$ cat config.mk
export PLATFORM = sky130hd
export DESIGN_NAME = fps_sequencer
export DESIGN_NICKNAME = d
export VERILOG_FILES = /design/src/logic/fps_unlock.v /design/src/logic/fps_sequencer.v
export VERILOG_INCLUDE_DIRS = /design/src /design/src/logic
export SDC_FILE = /design/constraint.sdc
export NUM_CORES = 1
export LEC_CHECK = 0
export BUFFER_PORTS_ARGS = -buffer_cell sky130_fd_sc_hd__clkbuf_2
export CORE_AREA = 2 2 328 330
export CTS_BUF_LIST = sky130_fd_sc_hd__clkbuf_16
export CTS_CLUSTER_DIAMETER = 60
export DETAILED_ROUTE_END_ITERATION = 16
export DIE_AREA = 0 0 330 332
export GPL_TIMING_DRIVEN = 0
export PLACE_DENSITY = 0.68
export RECOVER_POWER = 50
export SLEW_MARGIN = 0
export SYNTH_ARGS = -nofsm -noshare
export SYNTH_HDL_FRONTEND = slang
export SYNTH_SLANG_ARGS = --single-unit
$ cat constraint.sdc
create_clock -name clock -period 7.95 [get_ports clock]
set_input_delay 1.9875 -clock clock [delete_from_list [all_inputs] [get_ports clock]]
set_output_delay 1.9875 -clock clock [all_outputs]
set_load 0.1 [all_outputs]
$ cat src/logic/fps_consts.vh
// constants shared by the flash program/erase sequencer files
// ==========================================================
// How it works
// - three unlock writes enable program and erase
// - mode 81h plus command 02h clears buffer
// - mode 89h loads buffer, address steps by two
// - mode A1h selects page programming
// - command 0Bh starts the page operation
// - mode 91h selects erase, same start command
// - erase ignores page buffer content
// - command 8Bh starts bulk erase, no address
// - mode 8Dh bulk erase also clears OTP
// - reads need no unlock or mode setup
`ifndef FPS_CONSTS_VH
`define FPS_CONSTS_VH

// ==========================================================
// unlock sequence
`define FPS_UNLOCK_ADDR_A 16'hF555
`define FPS_UNLOCK_ADDR_B 16'hFAAA
`define FPS_UNLOCK_DATA_1 8'hAA
`define FPS_UNLOCK_DATA_2 8'h55
`define FPS_UNLOCK_DATA_3 8'hA5

// ==========================================================
// flash mode register values
`define FPS_MODE_BUF_RESET 8'h81
`define FPS_MODE_BUF_SELECT 8'h89
`define FPS_MODE_PROGRAM 8'hA1
`define FPS_MODE_ERASE 8'h91
`define FPS_MODE_ERASE_OTP 8'h8D
`define FPS_MODE_RESET_VAL 8'h00

// ==========================================================
// flash command register values
`define FPS_CMD_BUF_CLEAR 8'h02
`define FPS_CMD_START 8'h0B
`define FPS_CMD_BULK 8'h8B
`define FPS_CMD_RESET_VAL 8'h00

// ==========================================================
// register selects on the register write/read port
`define FPS_SEL_MODE 3'h0
`define FPS_SEL_CMD 3'h1
`define FPS_SEL_ADDR_HIGH 3'h2
`define FPS_SEL_ADDR_MID 3'h3
`define FPS_SEL_ADDR_LOW 3'h4
`define FPS_SEL_TIMING 3'h5
`define FPS_SEL_STATUS 3'h6

// ==========================================================
// status register fields and reset values
`define FPS_STAT_READY_BIT 0
`define FPS_STAT_UNLOCK_BIT 1
`define FPS_STAT_CLEAR_BIT 2
`define FPS_TIMING_RESET_VAL 8'h00

// ==========================================================
// page buffer layout
`define FPS_BUF_BYTES 128
`define FPS_BUF_AW 7
`define FPS_BUF_STEP 7'h02
`define FPS_BUF_FILL 8'hFF
`define FPS_BUF_LAST 7'h7F

// ==========================================================
// timing: one timing unit per timing-register count
`define FPS_CLK_PERIOD_NS 10
`define FPS_TIME_UNIT_NS 1000
`define FPS_UNIT_CYCLES (`FPS_TIME_UNIT_NS / `FPS_CLK_PERIOD_NS)
// last count of the unit counter, sized to match it (unit cycles minus one)
`define FPS_UNIT_LAST 8'h63

// ==========================================================
// operation codes toward the flash array
`define FPS_OP_NONE 2'h0
`define FPS_OP_PROGRAM 2'h1
`define FPS_OP_PAGE_ERASE 2'h2
`define FPS_OP_BULK_ERASE 2'h3

`endif

$ cat src/logic/fps_unlock.v
// unlock sequence checker for the flash program/erase sequencer
`timescale 1ns/10ps
`default_nettype none
`include "fps_consts.vh"

module fps_unlock (
  // clock and reset
  input wire clock,
  input wire sys_rst,
  // observed flash-space writes
  input wire wr,
  input wire [15:0] addr,
  input wire [7:0] data,
  // relock request, e.g. debug mode dropped
  input wire relock,
  // result
  output reg unlocked
);

  // ==========================================================
  // sequence position
  reg [1:0] step; // number of correct writes seen so far

  wire hit_1 = (addr == `FPS_UNLOCK_ADDR_A) && (data == `FPS_UNLOCK_DATA_1);
  wire hit_2 = (addr == `FPS_UNLOCK_ADDR_B) && (data == `FPS_UNLOCK_DATA_2);
  wire hit_3 = (addr == `FPS_UNLOCK_ADDR_A) && (data == `FPS_UNLOCK_DATA_3);

  // ==========================================================
  // step through the three writes; once unlocked, further writes are data
  always @(posedge clock) begin
    if (sys_rst || relock) begin
      step <= 2'h0;
      unlocked <= 1'b0;
    end else if (wr && !unlocked) begin
      case (step)
        2'h0: step <= hit_1 ? 2'h1 : 2'h0;
        2'h1: begin
          // a wrong write restarts, but may itself be a fresh first write
          if (hit_2) step <= 2'h2;
          else step <= hit_1 ? 2'h1 : 2'h0;
        end
        2'h2: begin
          if (hit_3) begin
            unlocked <= 1'b1;
            step <= 2'h0;
          end else begin
            step <= hit_1 ? 2'h1 : 2'h0;
          end
        end
        default: step <= 2'h0;
      endcase
    end
  end

endmodule // fps_unlock

`default_nettype wire

$ cat src/logic/fps_sequencer.v
// flash program/erase sequencer: control registers, page buffer, operation timing
`timescale 1ns/10ps
`default_nettype none
`include "fps_consts.vh"

module fps_sequencer (
  // clock and reset
  input wire clock,
  input wire sys_rst,
  // debug link state
  input wire debug_mode,
  // flash-space writes (unlock bytes and page buffer data)
  input wire mem_wr,
  input wire [15:0] mem_addr,
  input wire [7:0] mem_wdata,
  // flash reads
  input wire mem_rd,
  output reg [7:0] mem_rdata,
  output reg mem_rvalid,
  // control register port
  input wire reg_wr,
  input wire reg_rd,
  input wire [2:0] reg_sel,
  input wire [7:0] reg_wdata,
  output reg [7:0] reg_rdata,
  // flash array side
  output reg [15:0] fl_rd_addr,
  input wire [7:0] fl_rd_data,
  output reg fl_start,
  output reg [1:0] fl_op,
  output reg fl_otp,
  output reg [19:0] fl_addr,
  output reg fl_busy,
  input wire [6:0] fl_buf_idx,
  output reg [7:0] fl_buf_data,
  // status
  output wire unlocked,
  output wire program_erase_busy_status
);

  // ==========================================================
  // state machine
  localparam ST_IDLE = 2'h0; // waiting for commands
  localparam ST_CLEAR = 2'h1; // filling the page buffer
  localparam ST_BUSY = 2'h2; // program or erase in progress

  reg [1:0] state;
  reg [1:0] next_state;

  // ==========================================================
  // control registers
  reg [7:0] flash_mode_reg;
  reg [7:0] flash_command_reg;
  reg [7:0] flash_addr_high_reg; // only low nibble used
  reg [7:0] flash_addr_mid_reg;
  reg [7:0] flash_addr_low_reg;
  reg [7:0] flash_timing_reg;
  reg done_flag; // set when an operation has completed

  // ==========================================================
  // page buffer
  reg [7:0] page_buf [0:`FPS_BUF_BYTES-1];
  reg [`FPS_BUF_AW-1:0] buf_ptr; // load pointer
  reg [`FPS_BUF_AW-1:0] clr_idx; // fill pointer while clearing

  // operation timer
  reg [7:0] unit_cnt; // cycles inside one timing unit
  reg [7:0] units_left; // whole units still to run
  reg mem_rvalid_req; // read taken last cycle

  // ==========================================================
  // qualified host actions; nothing counts outside debug mode
  wire host_ok = debug_mode;
  wire mem_wr_ok = mem_wr && host_ok;
  wire reg_wr_ok = reg_wr && host_ok;
  wire cmd_wr = reg_wr_ok && (reg_sel == `FPS_SEL_CMD);
  wire idle = (state == ST_IDLE);

  // buffer clear request: needs the reset mode and the clear command
  wire do_clear = cmd_wr && idle && unlocked
    && (flash_mode_reg == `FPS_MODE_BUF_RESET)
    && (reg_wdata == `FPS_CMD_BUF_CLEAR);

  // buffer load: data writes while buffer is selected
  wire do_load = mem_wr_ok && idle && unlocked
    && (flash_mode_reg == `FPS_MODE_BUF_SELECT);

  // page start: program or page erase, chosen by mode
  wire start_cmd = cmd_wr && idle && unlocked
    && (reg_wdata == `FPS_CMD_START);
  wire do_prog = start_cmd && (flash_mode_reg == `FPS_MODE_PROGRAM);
  wire do_perase = start_cmd && (flash_mode_reg == `FPS_MODE_ERASE);

  // bulk erase: main area, or main plus OTP
  wire bulk_cmd = cmd_wr && idle && unlocked
    && (reg_wdata == `FPS_CMD_BULK);
  wire do_bulk_main = bulk_cmd && (flash_mode_reg == `FPS_MODE_ERASE);
  wire do_bulk_otp = bulk_cmd && (flash_mode_reg == `FPS_MODE_ERASE_OTP);

  wire do_start = do_prog || do_perase || do_bulk_main || do_bulk_otp;

  // last cycle of the running operation
  wire unit_end = (unit_cnt == `FPS_UNIT_LAST);
  wire op_end = (state == ST_BUSY) && unit_end && (units_left == 8'h00);

  // ==========================================================
  // unlock checker; sees only flash-space writes in debug mode
  fps_unlock u_unlock (
    .clock(clock),
    .sys_rst(sys_rst),
    .wr(mem_wr_ok),
    .addr(mem_addr),
    .data(mem_wdata),
    .relock(!debug_mode),
    .unlocked(unlocked)
  );

  // ==========================================================
  // next state
  always @* begin
    next_state = state;
    case (state)
      ST_IDLE: begin
        if (do_clear) next_state = ST_CLEAR;
        else if (do_start) next_state = ST_BUSY;
      end
      ST_CLEAR: begin
        if (clr_idx == `FPS_BUF_LAST) next_state = ST_IDLE;
      end
      ST_BUSY: begin
        if (op_end) next_state = ST_IDLE;
      end
      default: next_state = ST_IDLE;
    endcase
  end

  always @(posedge clock) begin
    if (sys_rst) state <= ST_IDLE;
    else state <= next_state;
  end

  // ==========================================================
  // control register writes; address and timing locked while busy
  always @(posedge clock) begin
    if (sys_rst) begin
      flash_mode_reg <= `FPS_MODE_RESET_VAL;
      flash_command_reg <= `FPS_CMD_RESET_VAL;
      flash_addr_high_reg <= 8'h00;
      flash_addr_mid_reg <= 8'h00;
      flash_addr_low_reg <= 8'h00;
      flash_timing_reg <= `FPS_TIMING_RESET_VAL;
    end else if (reg_wr_ok && idle) begin
      case (reg_sel)
        `FPS_SEL_MODE: flash_mode_reg <= reg_wdata;
        `FPS_SEL_CMD: flash_command_reg <= reg_wdata;
        `FPS_SEL_ADDR_HIGH: flash_addr_high_reg <= {4'h0, reg_wdata[3:0]};
        `FPS_SEL_ADDR_MID: flash_addr_mid_reg <= reg_wdata;
        `FPS_SEL_ADDR_LOW: flash_addr_low_reg <= reg_wdata;
        `FPS_SEL_TIMING: flash_timing_reg <= reg_wdata;
        default: ; // status is read only
      endcase
    end
  end

  // ==========================================================
  // page buffer pointer and contents
  // clearing walks the whole buffer one byte a cycle; a single-cycle
  // clear would force the buffer out of memory into flops
  always @(posedge clock) begin
    if (sys_rst) begin
      buf_ptr <= 7'h00;
      clr_idx <= 7'h00;
    end else if (do_clear) begin
      buf_ptr <= 7'h00;
      clr_idx <= 7'h00;
    end else if (state == ST_CLEAR) begin
      clr_idx <= clr_idx + 7'h01;
    end else if (do_load) begin
      buf_ptr <= buf_ptr + `FPS_BUF_STEP;
    end
  end

  // buffer array write port; no reset on memory contents
  always @(posedge clock) begin
    if (state == ST_CLEAR) page_buf[clr_idx] <= `FPS_BUF_FILL;
    else if (do_load) page_buf[buf_ptr] <= mem_wdata;
  end

  // buffer read port toward the array; erase reads back the fill pattern
  always @(posedge clock) begin
    if (sys_rst) fl_buf_data <= `FPS_BUF_FILL;
    else if (fl_op == `FPS_OP_PROGRAM) fl_buf_data <= page_buf[fl_buf_idx];
    else fl_buf_data <= `FPS_BUF_FILL;
  end

  // ==========================================================
  // operation launch and timing
  always @(posedge clock) begin
    if (sys_rst) begin
      fl_start <= 1'b0;
      fl_op <= `FPS_OP_NONE;
      fl_otp <= 1'b0;
      fl_addr <= 20'h00000;
      fl_busy <= 1'b0;
      unit_cnt <= 8'h00;
      units_left <= 8'h00;
    end else begin
      fl_start <= do_start;
      if (do_start) begin
        fl_busy <= 1'b1;
        unit_cnt <= 8'h00;
        units_left <= flash_timing_reg; // timing value + 1 units
        fl_otp <= do_bulk_otp;
        if (do_prog) begin
          fl_op <= `FPS_OP_PROGRAM;
          fl_addr <= {flash_addr_high_reg[3:0], flash_addr_mid_reg,
            flash_addr_low_reg};
        end else if (do_perase) begin
          fl_op <= `FPS_OP_PAGE_ERASE;
          fl_addr <= {flash_addr_high_reg[3:0], flash_addr_mid_reg,
            flash_addr_low_reg};
        end else begin
          fl_op <= `FPS_OP_BULK_ERASE;
          fl_addr <= 20'h00000; // no page address for bulk
        end
      end else if (state == ST_BUSY) begin
        if (op_end) begin
          fl_busy <= 1'b0;
          fl_op <= `FPS_OP_NONE;
          fl_otp <= 1'b0;
        end else if (unit_end) begin
          unit_cnt <= 8'h00;
          units_left <= units_left - 8'h01;
        end else begin
          unit_cnt <= unit_cnt + 8'h01;
        end
      end
    end
  end

  // ==========================================================
  // completion flag: set when the operation ends, cleared by a new start
  // set and clear cannot meet: a start is only taken while idle
  always @(posedge clock) begin
    if (sys_rst) done_flag <= 1'b1;
    else if (op_end) done_flag <= 1'b1;
    else if (do_start) done_flag <= 1'b0;
  end

  // host polls this until it reads 1
  assign program_erase_busy_status = done_flag;

  // ==========================================================
  // direct flash reads; no unlock or mode needed
  always @(posedge clock) begin
    if (sys_rst) begin
      fl_rd_addr <= 16'h0000;
      mem_rvalid <= 1'b0;
      mem_rdata <= 8'h00;
    end else begin
      mem_rvalid <= 1'b0;
      if (mem_rd && host_ok) fl_rd_addr <= mem_addr;
      if (mem_rvalid_req) begin
        mem_rdata <= fl_rd_data;
        mem_rvalid <= 1'b1;
      end
    end
  end

  // array answers one cycle after the address is presented
  always @(posedge clock) begin
    if (sys_rst) mem_rvalid_req <= 1'b0;
    else mem_rvalid_req <= mem_rd && host_ok;
  end

  // ==========================================================
  // register readback
  always @(posedge clock) begin
    if (sys_rst) begin
      reg_rdata <= 8'h00;
    end else if (reg_rd && host_ok) begin
      case (reg_sel)
        `FPS_SEL_MODE: reg_rdata <= flash_mode_reg;
        `FPS_SEL_CMD: reg_rdata <= flash_command_reg;
        `FPS_SEL_ADDR_HIGH: reg_rdata <= flash_addr_high_reg;
        `FPS_SEL_ADDR_MID: reg_rdata <= flash_addr_mid_reg;
        `FPS_SEL_ADDR_LOW: reg_rdata <= flash_addr_low_reg;
        `FPS_SEL_TIMING: reg_rdata <= flash_timing_reg;
        `FPS_SEL_STATUS: begin
          reg_rdata <= 8'h00;
          reg_rdata[`FPS_STAT_READY_BIT] <= done_flag;
          reg_rdata[`FPS_STAT_UNLOCK_BIT] <= unlocked;
          reg_rdata[`FPS_STAT_CLEAR_BIT] <= (state == ST_CLEAR);
        end
        default: reg_rdata <= 8'h00;
      endcase
    end
  end

endmodule // fps_sequencer

`default_nettype wire

Word level (Yosys, flattened, before mapping)
Memory sizes are Yosys's and may differ from the RTL's. A register that Yosys moved wholly into a read port is not among the register bits.
Cells that the tools add are included.
{"block": "op_classes", "mux": 34, "n_eq_ne": 30, "bitwise_logic": 3, "reduce_logical": 55, "addsub": 4}
{"cell": "$eq 8x8->1 const B", "n": 8}
{"cell": "$pmux 8 s7", "n": 1}
{"cell": "$mux 8", "n": 6}
{"cell": "$mux 20", "n": 2}
{"cell": "$eq 16x16->1 const B", "n": 2}
{"cell": "$logic_and 1x1->1", "n": 25}
{"cell": "$mux 2", "n": 9}
{"cell": "$reduce_and 2->1", "n": 9}
{"cell": "$eq 8x7->1 const B", "n": 2}
{"cell": "$mux 1", "n": 13}
{"cell": "$pmux 2 s3", "n": 2}
{"cell": "$eq 3x3->1 const B", "n": 3}
{"cell": "$reduce_and 3->1", "n": 3}
{"cell": "$add 8x1->8 const B", "n": 1}
{"cell": "$eq 8x2->1 const B", "n": 1}
{"cell": "$eq 8x4->1 const B", "n": 1}
{"cell": "$logic_not 8->1", "n": 1}
{"cell": "$reduce_or 2->1", "n": 4}
{"cell": "$reduce_or 8->1", "n": 1}
{"cell": "$sub 8x1->8 const B", "n": 1}
{"cell": "$add 7x1->7 const B", "n": 1}
{"cell": "$add 7x2->7 const B", "n": 1}
{"cell": "$eq 7x7->1 const B", "n": 1}
{"cell": "$mux 7", "n": 1}
{"cell": "12 further kinds", "n": 27}
{"block": "totals", "regBits": 139, "wordCells": 151, "mem_count": 1, "mem_bits_rw": 1024}
{"memory": "page_buf", "words": 128, "width": 8, "rd": 1, "rd_ports_with_merged_regs": 1, "write_ports": 1, "line": "fps_sequencer.v:62", "rtl": "reg [7:0] page_buf [0:`FPS_BUF_BYTES-1];"}

Logic depth before layout (Yosys ltp)
{"block": "logic_depth", "depth_word": 12, "depth_mapped": 10, "ltp_nobuf": 7}

Modules after synthesis
Synthesis repeated with hierarchy kept, for this count alone.
{"block": "unflattened", "hier_cells": 2478, "area_unflattened_um2": 46224.3}
{"mod": "fps_sequencer", "area_each_um2": 45932.8, "n_inst": 1, "cells_per_inst": 2447}
{"mod": "fps_unlock", "area_each_um2": 291.5, "n_inst": 1, "cells_per_inst": 31}

Worst setup path before layout
Ideal clock, no wire load.
{"block": "synth_timing", "path_type": "input -> register", "start": "input port mem_wr", "end": "memory page_buf[0][0] (data pin)", "required_time_ns": 7.398, "path_stages": 5, "setup_time_ns": 0.552, "slack_ns": 3.015, "arrival_ns": 4.383, "cell_sequence": "and3b_1 > and4_1 > buf_2 > buf_2 > nand2b_1"}
{"block": "synth_between", "elab_chain_cells": 9}
{"element": "start, declared", "line": "fps_sequencer.v:13", "rtl": "input wire mem_wr,"}
{"element": "$logic_and 1x1->1", "line": "fps_sequencer.v:74", "rtl": "wire mem_wr_ok = mem_wr && host_ok;"}
{"element": "$logic_and 1x1->1 (3 in a row)", "line": "fps_sequencer.v:85", "rtl": "wire do_load = mem_wr_ok && idle && unlocked"}
{"element": "$mux 1", "line": "fps_sequencer.v:186", "rtl": "else if (do_load) page_buf[buf_ptr] <= mem_wdata;"}
{"element": "$mux 1", "line": "fps_sequencer.v:185", "rtl": "if (state == ST_CLEAR) page_buf[clr_idx] <= `FPS_BUF_FILL;"}
{"element": "$mux 1 (not written as such)", "line": "fps_sequencer.v:186"}
{"element": "$reduce_or 8->1 (no source line)"}
{"element": "$mux 8 (no source line)"}
{"element": "end, declared", "line": "fps_sequencer.v:62"}
Every way passes these cells.

Worst setup path after layout
{"block": "layout_timing", "start": "input port debug_mode", "end": "memory page_buf[88][0] (data pin)"}
{"block": "layout_between", "elab_chain_cells": 9}
{"element": "start, declared", "line": "fps_sequencer.v:11", "rtl": "input wire debug_mode,"}
{"element": "$logic_and 1x1->1", "line": "fps_sequencer.v:74"}
{"element": "$logic_and 1x1->1 (3 in a row)", "line": "fps_sequencer.v:85"}
{"element": "$mux 1", "line": "fps_sequencer.v:186"}
{"element": "$mux 1", "line": "fps_sequencer.v:185"}
{"element": "$mux 1 (not written as such)", "line": "fps_sequencer.v:186"}
{"element": "$reduce_or 8->1 (no source line)"}
{"element": "$mux 8 (no source line)"}
Every way passes these cells.

==> flow_summary.yaml <==
clock_tree:
  path_clk_slew_ns: 0.06
  h-tree-depth: 3
  post_cts_sizing: 0
  cts_setup_buffers: 0
  cts_tree: "built"
  post_cts_hold_buffer_count: 0
  clkLatencyLatePin_ns: 0.72
  clock_tree.root_cell: "sky130_fd_sc_hd__clkbuf_16"
  cts_buffers: 117
  cts_max_path_buffers: 3
  clock_sinks: 1170
route:
  first_iter_violations: 3031
  wl_per_cell_um: 28.6
  route.vias.total: 25000
  detail-route-antenna-nets: 0
  route.detailed.drc: 2
  postRouteWirelength_um: 120000
  post_drt_via_cell_ratio: 5.95
  drt_pre_antenna_iters: 12
final_layout:
  post_route_cells_drive_above_1_share_pct: 21.7
  final_standard_cell_area_without_fillers_sq_um: 52700
  top_register: "page_buf"
  layout_net_count: 2761
  layout_top_registers: "page_buf: 1024 flops, fl_addr: 20 flops, fl_rd_addr: 16 flops"
  relative_area_change_from_synthesis_to_final_layout_pct: 14.0
  flip_flop_count_of_the_largest_register_after_layout: 1024
  layoutNonFillerInstCount: 4207
worst_hold_path:
  hold_path_end: "fl_busy"
  hold_path_startpoint: "fl_busy"
  min_path_cells: 2
  holdCritPathClass: "flop to flop"
yosys:
  synth.distinct_cells: 78
  synth_async_sr_flop_share_pct: 0
  synth.yosys.seq_area_share_pct: 72.9
  post_synth.cell_area_avg_sq_um: 18.8
  synth_cells: 2453
  number_of_enable_type_register_cells_in_the_synthesized_netlist: 1024
  synth.net_count: 2514
  post_synth_instance_area_sq_um: 46200
  ys.flop_type: "sky130_fd_sc_hd__edfxtp_1"
  yosys_warnings: 0
  postSynthRegisterBits: 1170
critical_path:
  worstRegToRegCells: 6
  worst_ep_required_time_ns: 8.31
  setup.worst_path.end_class: "flop"
  worst-r2r-setup-slack_ns: 3.09
  r2r-end: "page_buf[88][0]"
  arrival_ns: 6.57
  timing.critical_path.from_type: "input port"
  worst-setup-path-type: "input port to flop"
  crit_fanout: 101
  reg2reg_from: "state[1]"
placed_design:
  io_buffer_count: 120
  placement.setup.worst_slack_ns: 2.35
  routabilityCongestion: 1.01
  postPlaceCellArea_sq_um: 48800
  place_inst: 3984
  dp.final_hpwl_um: 81600
sta:
  grt_setup_unrepaired: "false"
  setup_viol_count_final: 0
  slew_headroom_pct: 7.69
  max_clock_freq_ghz: 0.161
  layout_worst_path_cycle_share_pct: 78.1
  finalWorstSetupSlack_ns: 1.74
  setup_total_negative_slack_ns: 0
  timing_hold_violations_final: 0
  finalMaxSlewViolations: 0
  worst_clock_skew_ns: 0.0552
  timing_worst_slew_pin_value_ns: 1.38
  final.min_clock_period_ns: 6.21
global_routing:
  grt_pass1_vias: 25300
  global_route_wire_length_before_repair_um: 174000
  antenna_found_initial: 4
  maximum_number_of_pins_on_one_net_before_global_route_repair: 102
  global_route_total_overflow: 0
  grt_usage_pct: 21.9
floorplan:
  die_h_um: 332
  design.core.area_sq_um: 106000
  dieArea_sq_um: 110000
  effective_utilization_at_floorplan_pct: 43.5
  core.rowCount: 120
  pin_count: 125
  floorplan.die.width_um: 330
outcome:
  violations: "DRC"
  run_status: "finished, violations left"
pwr:
  vdd_drop_max_uv: 201
  power_per_cell_area_nw_per_um2: 239
  power.leakage_nw: 19.6
  total_power_mw: 12.6
run:
  drv_cap: 0
==> worst max-delay path: stages <==
cell and delay (ns):
sky130_fd_sc_hd__clkbuf_1 0.38, sky130_fd_sc_hd__nor3b_1 0.99, sky130_fd_sc_hd__and4_1 0.37, sky130_fd_sc_hd__clkbuf_1 0.42, sky130_fd_sc_hd__clkbuf_1 0.85, sky130_fd_sc_hd__nand2b_1 0.97, sky130_fd_sc_hd__buf_16 0.54
==> cells by family (layout without fill, tap and decap cells) <==
logic type	count (synthesis)	count (layout)	share of synthesized area (%)
adders and majority gates	4	4	0.108
other	0	1	0
buffers and inverters	152	502	1.97
AOI/OAI and AO/OA	221	221	3.33
and+or+nand+nor	473	473	4.85
DFF	1170	1170	72.9
muxes	413	413	16.5
xor gates and xnor gates	20	20	0.379
==> cells in the mapped netlist, types with 4 or more instances <==
library cell | instances | share of area (%)
sky130_fd_sc_hd__o22ai_1 | 15 | 0.20
sky130_fd_sc_hd__mux2_2 | 24 | 0.58
sky130_fd_sc_hd__nand3_1 | 24 | 0.26
sky130_fd_sc_hd__buf_2 | 29 | 0.31
sky130_fd_sc_hd__nand3b_1 | 4 | 0.065
sky130_fd_sc_hd__a211oi_1 | 11 | 0.18
sky130_fd_sc_hd__inv_1 | 11 | 0.089
sky130_fd_sc_hd__nor2b_1 | 15 | 0.20
sky130_fd_sc_hd__buf_4 | 28 | 0.45
sky130_fd_sc_hd__buf_1 | 6 | 0.049
sky130_fd_sc_hd__nand4_1 | 30 | 0.41
sky130_fd_sc_hd__mux4_1 | 9 | 0.51
sky130_fd_sc_hd__xor2_1 | 15 | 0.28
sky130_fd_sc_hd__a21oi_1 | 48 | 0.52
sky130_fd_sc_hd__mux2i_1 | 112 | 2.4
sky130_fd_sc_hd__a31oi_1 | 14 | 0.19
sky130_fd_sc_hd__a41oi_1 | 4 | 0.076
sky130_fd_sc_hd__a311oi_1 | 8 | 0.15
sky130_fd_sc_hd__edfxtp_1 | 1024 | 67
sky130_fd_sc_hd__ha_1 | 4 | 0.11
sky130_fd_sc_hd__nor4bb_1 | 7 | 0.15
sky130_fd_sc_hd__o21ai_0 | 19 | 0.21
sky130_fd_sc_hd__dfxtp_1 | 146 | 6.3
sky130_fd_sc_hd__a22oi_1 | 43 | 0.70
sky130_fd_sc_hd__o221ai_1 | 5 | 0.095
sky130_fd_sc_hd__and2_1 | 10 | 0.14
sky130_fd_sc_hd__a22o_1 | 20 | 0.38
sky130_fd_sc_hd__nor4_1 | 6 | 0.081
sky130_fd_sc_hd__and3_1 | 7 | 0.095
sky130_fd_sc_hd__clkbuf_1 | 52 | 0.42
sky130_fd_sc_hd__nand2_1 | 94 | 0.76
sky130_fd_sc_hd__nor3b_1 | 6 | 0.097
sky130_fd_sc_hd__nor2_1 | 221 | 1.8
sky130_fd_sc_hd__a221oi_1 | 12 | 0.23
sky130_fd_sc_hd__or2_1 | 5 | 0.068
sky130_fd_sc_hd__o211ai_1 | 6 | 0.097
sky130_fd_sc_hd__mux4_2 | 265 | 13
sky130_fd_sc_hd__buf_6 | 15 | 0.37
sky130_fd_sc_hd__nand2b_1 | 11 | 0.15
sky130_fd_sc_hd__xnor2_1 | 5 | 0.095
sky130_fd_sc_hd__nor3_1 | 9 | 0.097
==> layout make-up <==
type                            count  area (sq um)
Timing Repair Buffer              128           722
Inverter                           12          45.0
Fill cell                        8625         53600
Antenna cell                        1          2.50
Multi-Input combinational cell   1131         11700
Sequential cell                  1170         33700
Tap cell                         1403          1760
Buffer                            140           852
Clock inverter                     99           875
Clock buffer                      123          3080
==> worst max path at each step <==
stage / start / endpoint / slack (ns) / cells after the start
after detailed placement: debug_mode / page_buf[24][3] / 2.35 / 7
after CTS: debug_mode / page_buf[24][6] / 3.07 / 7
after global placement: debug_mode / page_buf[26][3] / 0.65 / 6
after floorplan: mem_wr / page_buf[0][0] / 3.02 / 5
after global routing: debug_mode / page_buf[24][0] / 1.41 / 7
final: debug_mode / page_buf[88][0] / 1.74 / 7
==> metal layers <==
metal  track usage [%]  vias up  part of all wire (%)
met2              34.7     1220                    48
met5                 0        -                     0
met4              7.56        0                   3.4
met3              4.74      206                   8.7
li1                  -    10500                     -
met1              30.2    13100                    40
==> cell usage in the layout (no fill, tap or decap), types with 8 or more instances in the layout <==
cell type                      n
sky130_fd_sc_hd__o21ai_0      19
sky130_fd_sc_hd__a211oi_1     11
sky130_fd_sc_hd__clkinv_2     22
sky130_fd_sc_hd__nor2b_1      15
sky130_fd_sc_hd__a221oi_1     12
sky130_fd_sc_hd__nand4_1      30
sky130_fd_sc_hd__a22o_1       20
sky130_fd_sc_hd__nor2_1      221
sky130_fd_sc_hd__nand3_1      24
sky130_fd_sc_hd__mux2_2       21
sky130_fd_sc_hd__buf_6        15
sky130_fd_sc_hd__clkinv_1     23
sky130_fd_sc_hd__clkbuf_1    138
sky130_fd_sc_hd__mux4_2      265
sky130_fd_sc_hd__and2_1       10
sky130_fd_sc_hd__edfxtp_1   1024
sky130_fd_sc_hd__a22oi_1      43
sky130_fd_sc_hd__o22ai_1      15
sky130_fd_sc_hd__a21oi_1      48
sky130_fd_sc_hd__clkbuf_16   123
sky130_fd_sc_hd__a311oi_1      8
sky130_fd_sc_hd__dfxtp_1     146
sky130_fd_sc_hd__xor2_1       15
sky130_fd_sc_hd__bufinv_16    11
sky130_fd_sc_hd__clkbuf_2     48
sky130_fd_sc_hd__inv_1        35
sky130_fd_sc_hd__mux4_1        9
sky130_fd_sc_hd__mux2i_1     112
sky130_fd_sc_hd__nand2_1      94
sky130_fd_sc_hd__buf_4        28
sky130_fd_sc_hd__buf_2        20
sky130_fd_sc_hd__nor3_1        9
sky130_fd_sc_hd__a31oi_1      14
==> through the flow <==
step	utilization, %	hold slack, ns
after CTS	49.7	0.462
after global routing	49.6	0.473
after floorplan	-	0.442
after detailed placement	46.0	0.452
final	49.6	0.464
after global placement	45.7	0.451
==> power breakdown <==
group          internal (mW)  leakage (nW)  total, mW  switching (mW)
Clock                   3.17          2.02       5.56            2.39
Sequential              6.59          13.1       6.60         0.00769
Combinational          0.137          4.51      0.431           0.295
Total                   9.90          19.6       12.6            2.69
Power figures use the tool's default switching activity.
